`config.mk`:
```
export PLATFORM = sky130hd
export DESIGN_NAME = uad_top
export DESIGN_NICKNAME = d
export VERILOG_FILES = /design/src/core/uad_pkg.sv /design/src/core/uad_top.sv
export SDC_FILE = /design/constraint.sdc
export NUM_CORES = 1
export LEC_CHECK = 0
export BUFFER_PORTS_ARGS = -buffer_cell sky130_fd_sc_hd__buf_2
export CAP_MARGIN = 30
export CORE_MARGIN = 2
export CORE_UTILIZATION = 41
export CTS_CLUSTER_SIZE = 20
export DETAILED_ROUTE_END_ITERATION = 16
export PLACE_DENSITY_LB_ADDON = 0.2
export SLEW_MARGIN = 20
export SYNTH_ARGS = -nofsm -noshare
export SYNTH_HDL_FRONTEND = slang
export SYNTH_SLANG_ARGS = --single-unit
```
`constraint.sdc`:
```
create_clock -name clk_i -period 6.1 [get_ports clk_i]
set_input_delay 1.22 -clock clk_i [delete_from_list [all_inputs] [get_ports clk_i]]
set_output_delay 1.22 -clock clk_i [all_outputs]
set_load 0.01 [all_outputs]
```
`src/core/uad_pkg.sv`:
```
package uad_pkg;
    // Register indices on the local register port.
    localparam logic [2:0] ADDR_RX_DATA = 3'h0;
    localparam logic [2:0] ADDR_RX_STAT = 3'h1;
    localparam logic [2:0] ADDR_TX_STAT = 3'h2;
    localparam logic [2:0] ADDR_BAUD = 3'h3;
    localparam logic [2:0] ADDR_IRQ_EN = 3'h4;
    localparam logic [2:0] ADDR_IRQ_FLAG = 3'h5;
    // Receive status and control fields.
    localparam int RS_PORT_EN = 7;
    localparam int RS_RX9 = 6;
    localparam int RS_SINGLE_RECEIVE_ENABLE = 5;
    localparam int RS_CONTINUOUS_RECEIVE_ENABLE = 4;
    localparam int RS_ADDRESS_DETECT_ENABLE = 3;
    localparam int RS_FRAMING_ERROR_FLAG = 2;
    localparam int RS_OVERRUN_ERROR_FLAG = 1;
    localparam int RS_RX_NINTH_DATA_BIT = 0;
    // Transmit status and control fields.
    localparam int TS_CLOCK_SOURCE_SELECT = 7;
    localparam int TS_TX9 = 6;
    localparam int TS_TRANSMIT_ENABLE = 5;
    localparam int TS_SYNC = 4;
    localparam int TS_HIGH_SPEED_BAUD_SELECT = 2;
    localparam int TS_TX_SHIFT_EMPTY = 1;
    localparam int TS_TX_NINTH_DATA_BIT = 0;
    // Interrupt enable and flag position for the receive character.
    localparam int IRQ_RX_BIT = 5;
    // Writable masks and reset values.
    localparam logic [7:0] RS_WMASK = 8'hf8;
    localparam logic [7:0] TS_WMASK = 8'hf5;
    localparam logic [7:0] RS_RST = 8'h00;
    localparam logic [7:0] TS_RST = 8'h00;
    localparam logic [7:0] BAUD_RST = 8'h00;
    localparam logic [7:0] IRQ_EN_RST = 8'h00;
    // Baud generator ticks per bit for each mode.
    localparam logic [6:0] MULT_LOW = 7'h40;
    localparam logic [6:0] MULT_HIGH = 7'h10;
    localparam logic [6:0] MULT_SYNC = 7'h04;
    // Receive buffer depth in characters.
    localparam logic [1:0] FIFO_DEPTH = 2'h2;

    // One received character with its own status.
    typedef struct packed {
        logic framing_error_flag;
        logic nine;
        logic [7:0] data;
    } uad_char_t;

    // One register port request.
    typedef struct packed {
        logic [2:0] addr;
        logic [7:0] wdata;
        logic we;
        logic re;
    } uad_bus_t;

    // Controls handed to the transmitter datapath.
    typedef struct packed {
        logic enable;
        logic nine;
        logic ninth;
        logic master_clk;
    } uad_tx_ctl_t;

    typedef enum {RX_IDLE, RX_START, RX_DATA, RX_STOP} uad_rx_state_t;
endpackage

```
`src/core/uad_top.sv`:
```
// What this block does
// - Address detect keeps only ninth-bit-set characters.
// - Address character into buffer raises receive flag.
// - Buffered ninth bit reads one under detect.
// - Overrun flag read-only, cleared with receive enable.
// - Framing flag follows top buffered character.
// - Port enable claims pins; clear holds reset.
// - Nine-bit select; detect ignored in eight-bit.
// - Single receive one shot, hardware cleared.
// - Continuous receive enables, beats single receive.
// - Ninth bit shown raw, no parity.
// - Clock source picks master or slave.
// - Nine-bit transmit with supplied ninth bit.
// - Receive enables override transmit in sync.
// - Mode select; transmit bit 3 reads zero.
// - High speed select only in async.
// - Shift empty status read-only, resets one.
// - Free-running 8-bit shared baud timer.
// - Divisor write restarts the baud timer.
// - Bit time is 64, 16 or 4 ticks.
// - Two-deep buffer; third character sets overrun.
//
// The register offsets and the address-and-strobe port were left to the implementer.
`timescale 1ns/1ps
`default_nettype none
module uad_top
    import uad_pkg::*;
(
    input wire logic clk_i, // System clock, 200 MHz.
    input wire logic resetn_i, // Asynchronous reset, active low.
    input wire uad_bus_t bus_i, // Register port request.
    output logic [7:0] rd_data_o, // Read data, cycle after read.
    input wire logic rx_i, // Receive pin, asynchronous.
    input wire logic tx_shift_full_i, // Transmit shift register holds data.
    input wire logic sync_rx_done_i, // Synchronous reception finished.
    output logic rx_flag_o, // Unread character present.
    output logic rx_irq_en_o, // Receive interrupt enable bit.
    output uad_tx_ctl_t tx_ctl_o, // Transmitter controls.
    output logic pin_serial_o, // Pins belong to the serial port.
    output logic sync_rx_en_o, // Synchronous receive requested.
    output logic baud_tick_o // One pulse per bit time.
);
    // Control registers and their decoded fields.
    logic [7:0] rs_ctl_ff; // Receive control bits.
    logic [7:0] ts_ctl_ff; // Transmit control bits.
    logic [7:0] baud_ff; // Baud divisor.
    logic [7:0] irq_en_ff; // Peripheral interrupt enables.
    logic tx_empty_ff; // Transmit shift empty status.
    logic port_enable, rx9, single_receive_enable, continuous_receive_enable, address_detect_enable;
    logic sync_mode, high_speed_baud_select, master;
    assign port_enable = rs_ctl_ff[RS_PORT_EN];
    assign rx9 = rs_ctl_ff[RS_RX9];
    assign single_receive_enable = rs_ctl_ff[RS_SINGLE_RECEIVE_ENABLE];
    assign continuous_receive_enable = rs_ctl_ff[RS_CONTINUOUS_RECEIVE_ENABLE];
    assign address_detect_enable = rs_ctl_ff[RS_ADDRESS_DETECT_ENABLE];
    assign sync_mode = ts_ctl_ff[TS_SYNC];
    assign high_speed_baud_select = ts_ctl_ff[TS_HIGH_SPEED_BAUD_SELECT];
    assign master = ts_ctl_ff[TS_CLOCK_SOURCE_SELECT];

    // Decoded strobes.
    logic wr_rs, wr_ts, wr_baud, wr_irq, rd_rxd;
    assign wr_rs = bus_i.we && bus_i.addr == ADDR_RX_STAT;
    assign wr_ts = bus_i.we && bus_i.addr == ADDR_TX_STAT;
    assign wr_baud = bus_i.we && bus_i.addr == ADDR_BAUD;
    assign wr_irq = bus_i.we && bus_i.addr == ADDR_IRQ_EN;
    assign rd_rxd = bus_i.re && bus_i.addr == ADDR_RX_DATA;

    // Receiver state and buffer.
    uad_rx_state_t state_ff;
    logic [6:0] ph_ff; // Baud ticks inside current bit.
    logic [3:0] bit_ff; // Data bits taken so far.
    logic [8:0] sh_ff; // Receive shift register.
    uad_char_t mem_ff [0:1]; // Two-entry receive buffer.
    logic [1:0] count_ff; // Characters held.
    logic overrun_error_flag_ff; // Overrun flag.
    logic [7:0] brg_ff; // Baud timer.
    logic [6:0] pre_ff; // Ticks toward one bit time.
    logic s1_ff, s2_ff, prev_ff; // Pin synchroniser and history.

    // Mode decode for the receiver and baud generator.
    logic rx_en, addr_mode, brg_tick;
    logic [6:0] mult;
    assign rx_en = port_enable && continuous_receive_enable && !sync_mode;
    assign addr_mode = rx9 && address_detect_enable;
    assign brg_tick = brg_ff == baud_ff;
    always_comb begin
        // HIGH_SPEED_BAUD_SELECT is ignored once the port runs synchronous.
        if (sync_mode) begin
            mult = MULT_SYNC;
        end else if (high_speed_baud_select) begin
            mult = MULT_HIGH;
        end else begin
            mult = MULT_LOW;
        end
    end

    // Receive completion and buffer control.
    logic rx_done, rx_keep, push, pop, full;
    logic [1:0] wi;
    uad_char_t rx_char;
    // Gated by the enable so a frame cut by disabling never lands or flags overrun.
    assign rx_done = rx_en && state_ff == RX_STOP && brg_tick && ph_ff == mult - 7'h01;
    always_comb begin
        rx_char.framing_error_flag = !s2_ff;
        rx_char.nine = rx9 ? sh_ff[8] : 1'b0;
        rx_char.data = rx9 ? sh_ff[7:0] : sh_ff[8:1];
    end
    assign rx_keep = rx_done && !(addr_mode && !rx_char.nine);
    assign full = count_ff == FIFO_DEPTH;
    assign pop = rd_rxd && count_ff != 2'h0;
    assign push = rx_keep && (!full || pop);
    assign wi = count_ff - {1'b0, pop};

    // Control registers; software writes land on the writable bits only.
    always_ff @(posedge clk_i or negedge resetn_i) begin
        if (!resetn_i) begin
            rs_ctl_ff <= RS_RST;
        end else if (wr_rs) begin
            // A write set of the single receive beats the hardware clear.
            rs_ctl_ff <= bus_i.wdata & RS_WMASK;
        end else if (sync_mode && master && sync_rx_done_i && !continuous_receive_enable) begin
            rs_ctl_ff[RS_SINGLE_RECEIVE_ENABLE] <= 1'b0;
        end
    end

    // Transmit control; bit 3 and the status bit are never stored.
    always_ff @(posedge clk_i or negedge resetn_i) begin
        if (!resetn_i) begin
            ts_ctl_ff <= TS_RST;
        end else if (wr_ts) begin
            ts_ctl_ff <= bus_i.wdata & TS_WMASK;
        end
    end

    // Divisor and interrupt enable registers.
    always_ff @(posedge clk_i or negedge resetn_i) begin
        if (!resetn_i) begin
            baud_ff <= BAUD_RST;
            irq_en_ff <= IRQ_EN_RST;
        end else begin
            if (wr_baud) begin
                baud_ff <= bus_i.wdata;
            end
            if (wr_irq) begin
                irq_en_ff <= bus_i.wdata;
            end
        end
    end

    // Shift register status mirrors the transmit datapath.
    always_ff @(posedge clk_i or negedge resetn_i) begin
        if (!resetn_i) begin
            tx_empty_ff <= 1'b1;
        end else begin
            tx_empty_ff <= !tx_shift_full_i;
        end
    end

    // Baud timer runs freely; a divisor write restarts it at once.
    always_ff @(posedge clk_i or negedge resetn_i) begin
        if (!resetn_i) begin
            brg_ff <= 8'h00;
            pre_ff <= 7'h00;
        end else if (!port_enable || wr_baud) begin
            brg_ff <= 8'h00;
            pre_ff <= 7'h00;
        end else if (brg_tick) begin
            brg_ff <= 8'h00;
            pre_ff <= (pre_ff >= mult - 7'h01) ? 7'h00 : pre_ff + 7'h01;
        end else begin
            brg_ff <= brg_ff + 8'h01;
        end
    end

    // Two-flop pin synchroniser; only the second flop feeds logic.
    always_ff @(posedge clk_i or negedge resetn_i) begin
        if (!resetn_i) begin
            s1_ff <= 1'b1;
            s2_ff <= 1'b1;
            prev_ff <= 1'b1;
        end else begin
            s1_ff <= rx_i;
            s2_ff <= s1_ff;
            prev_ff <= s2_ff;
        end
    end

    // Character framing. The line is sampled once at bit centre, which
    // trades noise immunity for size.
    always_ff @(posedge clk_i or negedge resetn_i) begin
        if (!resetn_i) begin
            state_ff <= RX_IDLE;
            ph_ff <= 7'h00;
            bit_ff <= 4'h0;
            sh_ff <= 9'h000;
        end else if (!rx_en) begin
            state_ff <= RX_IDLE;
            ph_ff <= 7'h00;
        end else begin
            case (state_ff)
                RX_IDLE: begin
                    // An overrun blocks new characters until cleared.
                    if (prev_ff && !s2_ff && !overrun_error_flag_ff) begin
                        state_ff <= RX_START;
                        ph_ff <= 7'h00;
                    end
                end
                RX_START: begin
                    if (brg_tick) begin
                        if (ph_ff == (mult >> 1) - 7'h01) begin
                            // A high line at mid start is a glitch.
                            state_ff <= s2_ff ? RX_IDLE : RX_DATA;
                            ph_ff <= 7'h00;
                            bit_ff <= 4'h0;
                        end else begin
                            ph_ff <= ph_ff + 7'h01;
                        end
                    end
                end
                RX_DATA: begin
                    if (brg_tick) begin
                        if (ph_ff == mult - 7'h01) begin
                            sh_ff <= {s2_ff, sh_ff[8:1]};
                            bit_ff <= bit_ff + 4'h1;
                            ph_ff <= 7'h00;
                            if (bit_ff == (rx9 ? 4'h8 : 4'h7)) begin
                                state_ff <= RX_STOP;
                            end
                        end else begin
                            ph_ff <= ph_ff + 7'h01;
                        end
                    end
                end
                RX_STOP: begin
                    if (brg_tick) begin
                        if (rx_done) begin
                            state_ff <= RX_IDLE;
                            ph_ff <= 7'h00;
                        end else begin
                            ph_ff <= ph_ff + 7'h01;
                        end
                    end
                end
                default: begin
                    state_ff <= RX_IDLE;
                end
            endcase
        end
    end

    // Receive buffer: the top entry is index 0, a read shifts down.
    always_ff @(posedge clk_i or negedge resetn_i) begin
        if (!resetn_i) begin
            count_ff <= 2'h0;
            mem_ff[0] <= '0;
            mem_ff[1] <= '0;
        end else if (!port_enable) begin
            count_ff <= 2'h0;
        end else begin
            if (pop) begin
                mem_ff[0] <= mem_ff[1];
            end
            if (push) begin
                mem_ff[wi[0]] <= rx_char;
            end
            count_ff <= count_ff + {1'b0, push} - {1'b0, pop};
        end
    end

    // Overrun: set by a third character, cleared by dropping CONTINUOUS_RECEIVE_ENABLE.
    always_ff @(posedge clk_i or negedge resetn_i) begin
        if (!resetn_i) begin
            overrun_error_flag_ff <= 1'b0;
        end else if (!port_enable) begin
            overrun_error_flag_ff <= 1'b0;
        end else if (rx_keep && full && !pop) begin
            overrun_error_flag_ff <= 1'b1;
        end else if (!continuous_receive_enable) begin
            overrun_error_flag_ff <= 1'b0;
        end
    end

    // Status bits seen by software, taken from the top character.
    logic top_framing_error_flag, top_nine;
    assign top_framing_error_flag = count_ff != 2'h0 && mem_ff[0].framing_error_flag;
    assign top_nine = count_ff != 2'h0 && mem_ff[0].nine;

    // Read mux; unmapped indices read as zero.
    logic [7:0] nxt_rd_data;
    always_comb begin
        nxt_rd_data = 8'h00;
        if (bus_i.re) begin
            case (bus_i.addr)
                ADDR_RX_DATA: nxt_rd_data = mem_ff[0].data;
                ADDR_RX_STAT: begin
                    nxt_rd_data = rs_ctl_ff;
                    nxt_rd_data[RS_FRAMING_ERROR_FLAG] = top_framing_error_flag;
                    nxt_rd_data[RS_OVERRUN_ERROR_FLAG] = overrun_error_flag_ff;
                    nxt_rd_data[RS_RX_NINTH_DATA_BIT] = top_nine;
                end
                ADDR_TX_STAT: begin
                    nxt_rd_data = ts_ctl_ff;
                    nxt_rd_data[TS_TX_SHIFT_EMPTY] = tx_empty_ff;
                end
                ADDR_BAUD: nxt_rd_data = baud_ff;
                ADDR_IRQ_EN: nxt_rd_data = irq_en_ff;
                ADDR_IRQ_FLAG: nxt_rd_data[IRQ_RX_BIT] = count_ff != 2'h0;
                default: nxt_rd_data = 8'h00;
            endcase
        end
    end

    // Next values of the outputs.
    logic [1:0] nxt_count;
    uad_tx_ctl_t nxt_tx;
    assign nxt_count = (!port_enable) ? 2'h0 : count_ff + {1'b0, push} - {1'b0, pop};
    always_comb begin
        // A receive request in sync mode takes the line from the sender.
        nxt_tx.enable = port_enable && ts_ctl_ff[TS_TRANSMIT_ENABLE] && !(sync_mode && (single_receive_enable || continuous_receive_enable));
        nxt_tx.nine = ts_ctl_ff[TS_TX9];
        nxt_tx.ninth = ts_ctl_ff[TS_TX_NINTH_DATA_BIT];
        nxt_tx.master_clk = port_enable && sync_mode && master;
    end

    // Registered outputs.
    always_ff @(posedge clk_i or negedge resetn_i) begin
        if (!resetn_i) begin
            rd_data_o <= 8'h00;
            rx_flag_o <= 1'b0;
            rx_irq_en_o <= 1'b0;
            tx_ctl_o <= '0;
            pin_serial_o <= 1'b0;
            sync_rx_en_o <= 1'b0;
            baud_tick_o <= 1'b0;
        end else begin
            rd_data_o <= nxt_rd_data;
            rx_flag_o <= nxt_count != 2'h0;
            rx_irq_en_o <= irq_en_ff[IRQ_RX_BIT];
            tx_ctl_o <= nxt_tx;
            pin_serial_o <= port_enable;
            // Continuous receive wins; single receive only as master.
            sync_rx_en_o <= port_enable && sync_mode && (continuous_receive_enable || (single_receive_enable && master));
            baud_tick_o <= port_enable && brg_tick && pre_ff == mult - 7'h01;
        end
    end
endmodule
`default_nettype wire

```
==> results of run 1 <==
## path summary, 6_finish.rpt
check | to | slack [ps] | cells past startpoint
max | rx_flag_o | 2780 | 12
min | s2_ff | 360 | 0
max reg2reg | rx_flag_o | 2970 | 12
min reg2reg | s2_ff | 360 | 0
max in group asynchronous | pre_ff[4] | 4040 | 2
min in group asynchronous | ts_ctl_ff[0] | 900 | 1
## cell usage after synthesis (all sizes together), types with 2 or more instances
cell type / n / area (um^2)
and2: 7 / 43.8
nor2: 33 / 124
and3: 8 / 50.1
xor2: 10 / 87.6
nor3: 10 / 65.1
mux2: 32 / 360
nand2: 45 / 169
nor4b: 2 / 23.8
o21a: 4 / 30.0
o2111ai: 2 / 17.5
nand4: 3 / 18.8
xnor2: 12 / 105
o211ai: 2 / 15.0
dfstp: 4 / 105
nand2b: 9 / 56.3
clkbuf: 12 / 45.0
inv: 22 / 82.6
buf: 8 / 68.8
o21ai: 21 / 109
nor3b: 3 / 27.5
a21oi: 15 / 75.1
o31ai: 11 / 82.6
ha: 14 / 175
nor2b: 2 / 12.5
a22oi: 5 / 37.5
nand4b: 3 / 26.3
o221a: 9 / 101
a21o: 3 / 22.5
or2: 5 / 31.3
dfrtp: 104 / 2600
o41ai: 2 / 25.0
o22ai: 3 / 18.8
mux2i: 27 / 270
a31oi: 5 / 37.5
nand3: 17 / 85.1
o22a: 2 / 17.5
## cell families (layout without fill, tap and decap cells)
logic type | after synthesis | after routing | share of synthesized area
muxes | 60 | 60 | 0.121
buffers and inverters | 42 | 76 | 0.0364
AOI/OAI and AO/OA | 92 | 92 | 0.123
xor gates and xnor gates | 22 | 22 | 0.0357
and+or+nand+nor | 154 | 154 | 0.150
adders and majority gates | 14 | 14 | 0.0324
DFF | 108 | 108 | 0.501
## report_power, final
group | total [W] | internal (W) | switching (W)
clock | 0.000665 | 0.000402 | 0.000263
sequential | 0.000849 | 0.000775 | 0.0000741
combinational | 0.000202 | 0.0000953 | 0.000107
## state kept, by name, summed over array words and instances (netlist names), 2 cells and up, named ones only
register	cells
bit_ff	4
ph_ff	7
pre_ff	7
rd_data_o	8
irq_en_ff	8
state_ff	2
baud_ff	8
sh_ff	9
count_ff	2
mem_ff	10
brg_ff	8
rs_ctl_ff	5
ts_ctl_ff	6
tx_ctl_o	4
## layer usage
metal,global-route usage,vias to the layer above
met4,0.0491,0
met5,0,-
met1,0.246,1885
li1,-,1819
met3,0.0410,8
met2,0.283,53
## through the flow
step	total power, W	utilization	worst slack [ps]
detailed placement	0.00107	0.448	2450
floorplan	0.000980	-	2670
finish	0.00172	0.475	2780
global placement	0.00106	0.448	2480
CTS	0.00174	0.475	2810
global route	0.00180	0.475	2590
## cell type report
type	count	area [um^2]	share of cell area
Clock buffer	10	229	0.0379
Clock inverter	6	111	0.0184
Inverter	22	82.6	0.0137
Multi-Input combinational cell	342	2500	0.413
Sequential cell	108	2710	0.448
Tap cell	172	215	0.0356
Timing Repair Buffer	38	200	0.0331
## critical path, cell delays in order
cell and delay [ps]:
buf_2 220, nor3_2 380, nand2_1 180, and2_1 210
or2b_1 230, ha_1 270, inv_1 40, ha_1 180
xor2_1 170, and2_1 150, nor3_1 50, or2_2 270
==> flow_summary.json, run 1 <==
{
  "arrival_ps": 3560,
  "root_buffer": "clkbuf_16",
  "htreeDepth": 3,
  "routabilityCongestion": 0.831,
  "final_cell_mix": "dfrtp_1 (104), nand2_1 (45), nor2_1 (33), buf_2 (33), mux2_2 (32)",
  "drv_slew": 0,
  "mappedNetlistArea_um2": 5400,
  "syn_to_final_growth_pct": 11.9,
  "netlist-cell-type-count": 62,
  "drt_first_pass_iters": 5,
  "layout_commonest_cell": "dfrtp_1",
  "cp-start-kind": "input pin",
  "clock_path_buffers": 2,
  "num_io_pins": 35,
  "timing.hold.ws_ps": 358,
  "max_freq_mhz": 301,
  "leakagePower_nw": 2.68,
  "worstPathRequired_ps": 6340,
  "worstPathMaxFanout": 19,
  "setup_tns_ps": 0,
  "end_kind": "flop",
  "syn_avg_cell_area_um2": 11.0,
  "fp.dieW_um": 119,
  "ys_seq_area_frac": 0.501,
  "wirelength_met1_mm": 5.62,
  "first_iter_violations": 171,
  "route.met3.wl_um": 383,
  "fin_crit_ps": 3320,
  "diodes": 0,
  "die_h_um": 119,
  "nets": 553,
  "cts_buffers": 9,
  "synth-async-reset-ratio": 1.00,
  "vias": 3765,
  "synth_ff_type": "dfrtp_1",
  "crit_type": "input pin to flop",
  "worstSkewPairLatency_ps": 350,
  "fin_cells": 698,
  "fin_area_um2": 6040,
  "drt_wl_total_mm": 11.8,
  "power_density_nw_per_um2": 284,
  "peakVddDrop_mv": 0.156,
  "hold_viol_final": 0,
  "maxCapViolations": 0,
  "worstHoldStart": "s1_ff",
  "antenna_left": 0,
  "dr_wl_met2_mm": 5.67,
  "top_layer": "met4",
  "finalSetupViolCount": 0,
  "clkTransAtPathRegs_ps": 70,
  "rows": 41,
  "clkSinkCount": 108,
  "relSlewSlack": 0.417,
  "synth_edf_count": 0,
  "fin_skew_ps": 7.89,
  "cts_resized": 0,
  "status": "complete, no violations",
  "synthesis.nets": 524,
  "tritoncts": "built",
  "core_um2": 12700,
  "fin_crit_sh": 0.545,
  "synthCells": 492,
  "r2r_start": "ts_ctl_ff[4]",
  "drc_errors": 0,
  "dp.final_hpwl_mm": 8.40,
  "grt-ovfl-total": 0,
  "post_drt_via_cell_ratio": 5.39,
  "cp-startpoint": "bus_i[11]",
  "drive_gt1_frac": 0.219,
  "dieArea_um2": 14100,
  "grt_antenna_before_repair": 0,
  "grt_max_degree": 57,
  "start_util": 0.424,
  "ys_ff_latch": 108,
  "hold_buffers": 0,
  "hold_class": "flop to flop",
  "wl_per_cell_um": 16.9,
  "port_buffers": 34,
  "dpl_cell_area_um2": 5700,
  "yosysWarnings": 0,
  "dp.cells": 681,
  "post_cts_buffers": 0,
  "worst_slew_pin_slew_ps": 871,
  "grt_pass1_vias": 3753,
  "rsz0062_at_grt": "false",
  "nFillCells": 1175,
  "grt_pass1_wl_mm": 19.8,
  "grtUsageTotal": 0.179
}
No activity file was read; power rests on OpenSTA's default activity.
==> inputs of run 2 (changes only) <==
--- a/config.mk
+++ b/config.mk
@@ -5,6 +5,7 @@
 export SDC_FILE = /design/constraint.sdc
 export NUM_CORES = 1
 export LEC_CHECK = 0
+export ABC_AREA = 1
 export BUFFER_PORTS_ARGS = -buffer_cell sky130_fd_sc_hd__buf_2
 export CAP_MARGIN = 30
 export CORE_MARGIN = 2
==> constraint.sdc (replaced) <==
create_clock -name clk_i -period 3.3 [get_ports clk_i]
set_input_delay 0.66 -clock clk_i [delete_from_list [all_inputs] [get_ports clk_i]]
set_output_delay 0.66 -clock clk_i [all_outputs]
set_load 0.01 [all_outputs]
==> run 2 against run 1 <==
Clock skew grew 6.6 ps. Sequential cell count is the same. Critical path type is now flop to flop. Core utilization shrank 1.7 points. Total power grew 96%.
==> flow_summary.json, run 2 <==
{
  "fin_skew_ps": 14.5,
  "grt_pass1_vias": 4610,
  "clockPowerShare": 0.330,
  "fin_crit_ps": 2560,
  "slowest_stage": "dfrtp_1",
  "max_freq_mhz": 390,
  "layout_commonest_cell": "nand2_1",
  "peakVddDrop_mv": 0.288,
  "synth_common_cells": "nand2_1 (287), dfrtp_1 (104), inv_1 (90)",
  "synthesis.nets": 817,
  "synth_edf_count": 0,
  "ys_seq_area_frac": 0.454,
  "rows": 44,
  "r2r_start": "ts_ctl_ff[4]",
  "post_cts_buffers": 0,
  "worstPathMaxFanout": 15,
  "antenna_left": 0,
  "vias": 4947,
  "num_io_pins": 35,
  "power_density_nw_per_um2": 511,
  "drt_first_pass_iters": 5,
  "hold_buffers": 0,
  "timing.hold.ws_ps": 290,
  "yosys-top-cells-area": "dfrtp_1 (44%), nand2_1 (18%), inv_1 (5.7%)",
  "clkSinkCount": 108,
  "clock_path_buffers": 2,
  "path_buf_inv": 1,
  "cts_buffers": 9,
  "post_drt_via_cell_ratio": 4.94,
  "cp-startpoint": "ts_ctl_ff[4]",
  "root_buffer": "clkbuf_16",
  "internal_power_w": 0.00225,
  "synth_ff_type": "dfrtp_1",
  "clkTransAtPathRegs_ps": 80,
  "ys_ff_latch": 108,
  "grt-ovfl-total": 0,
  "worst_slew_pin_slew_ps": 700,
  "cp-start-kind": "flop",
  "drv_slew": 0,
  "drc_errors": 0,
  "hold_class": "input pin to asynchronous set/reset pin",
  "yosysMostFrequentCell": "nand2_1",
  "p_sw_w": 0.00112,
  "die_h_um": 125,
  "routabilityCongestion": 0.833,
  "syn_avg_cell_area_um2": 7.59,
  "grt_pass1_wl_mm": 23.9,
  "syn_to_final_growth_pct": 10.5,
  "first_iter_violations": 343,
  "swShare": 0.331,
  "mappedNetlistArea_um2": 5960,
  "grt_max_degree": 63,
  "dieArea_um2": 15500,
  "nFillCells": 1455,
  "cpPeakStageDelay_ps": 740,
  "worstSkewPairLatency_ps": 370,
  "htreeDepth": 3,
  "wl_per_cell_um": 14.0,
  "crit_family": "simple AND/OR/NAND/NOR gates",
  "finalPower_w": 0.00337,
  "fp.dieW_um": 125,
  "relSlewSlack": 0.534,
  "synth_top_cell_by_area": "dfrtp_1",
  "nets": 845,
  "core_um2": 14400,
  "status": "complete, no violations",
  "netlist-cell-type-count": 44,
  "rsz0062_at_grt": "false",
  "yosysTopAreaCellShare": 0.437,
  "worstPathRequired_ps": 3560,
  "reg_top3": "mem_ff (10), sh_ff (9)",
  "p_comb_frac": 0.180,
  "drt_wl_total_mm": 14.0,
  "top_register": "mem_ff",
  "maxCapViolations": 0,
  "fin_crit_sh": 0.777,
  "grt_antenna_before_repair": 0,
  "start_util": 0.415,
  "synth-async-reset-ratio": 1.00,
  "drive_gt1_frac": 0.132,
  "final_cell_mix": "nand2_1 (287), dfrtp_1 (104), inv_1 (90), o21ai_0 (52), nor2_1 (36)",
  "arrival_ps": 2820,
  "cts_resized": 0,
  "synthCells": 785,
  "tritoncts": "built",
  "largest_reg_flops": 10,
  "seqPwrFrac": 0.490,
  "crit_chain": "nor2_2, o21ai_0, nand2_1, nor2_4, nand3_1, nor2_1, nand2_1, ha_1, inv_1, ha_1, nor2_1, o21ai_0",
  "finalSetupViolCount": 0,
  "diodes": 0,
  "end_kind": "flop",
  "leakagePower_nw": 3.29,
  "grtUsageTotal": 0.191,
  "setup_tns_ps": 0,
  "crit_type": "flop to flop",
  "yosysWarnings": 0,
  "dp.final_hpwl_mm": 10.0,
  "port_buffers": 34,
  "hold_viol_final": 0
}
[run 2: final timing paths]
kind / to / slack, ps / depth (start not counted)
hold / removal: irq_en_ff[5] / 290 / 1
max in group asynchronous: prev_ff / 2200 / 2
setup reg to reg: rx_flag_o / 740 / 12
setup / recovery: rx_flag_o / 740 / 12
hold reg to reg: s2_ff / 360 / 0
min in group clk_i: s2_ff / 360 / 0
[run 2: kinds of logic (layout without fill, tap and decap cells)]
logic type | count (synthesis) | in the layout | synth area share
simple gates | 406 | 406 | 0.292
compound gates | 124 | 124 | 0.123
buf+inv | 122 | 155 | 0.0840
flops | 108 | 108 | 0.454
fa+ha+maj | 14 | 14 | 0.0294
xor+xnor | 11 | 11 | 0.0174
[run 2: stage by stage]
stage                util  cell area [um^2]  std cells  worst slack (ps)
global route        0.458              6590       1002               403
floorplan               -              5960        785              1030
global placement    0.437              6280        986               788
detailed placement  0.437              6280        986               747
finish              0.458              6590       1002               735
CTS                 0.458              6590       1002               712
[run 2: worst reg2reg max path, stage by stage, from the launching register on]
cell and delay (ps):
dfrtp_1 740, nor2_2 170, o21ai_0 190, nand2_1 110, nor2_4 200, nand3_1 150
nor2_1 110, nand2_1 60, ha_1 270, inv_1 40, ha_1 180, nor2_1 140
o21ai_0 100
[run 2: routing by layer]
metal	GRT usage	part of all wire	wire [um]	vias up
met3	0.0408	0.043	605	11
li1	-	-	-	2551
met1	0.280	0.50	7050	2288
met4	0.0529	0.013	187	0
met5	0	0	0	-
met2	0.285	0.44	6180	97
[run 2: power groups by stage]
stage                     logic [W]  clock network (W)  registers, W
after CTS                  0.000612            0.00114       0.00165
after global placement     0.000603                  0       0.00167
after global routing       0.000713            0.00120       0.00167
after floorplan            0.000457                  0       0.00161
final                      0.000607            0.00111       0.00165
after detailed placement   0.000610                  0       0.00167
[run 2: cell type report]
class	instances	area, um^2	share of cell area
clock buffers	10	239	0.0363
clock inverters	6	62.6	0.00950
inverters	101	379	0.0576
multi-input cells	555	2750	0.418
flip-flops and latches	108	2710	0.411
well taps	184	230	0.0350
repair buffers	38	215	0.0327
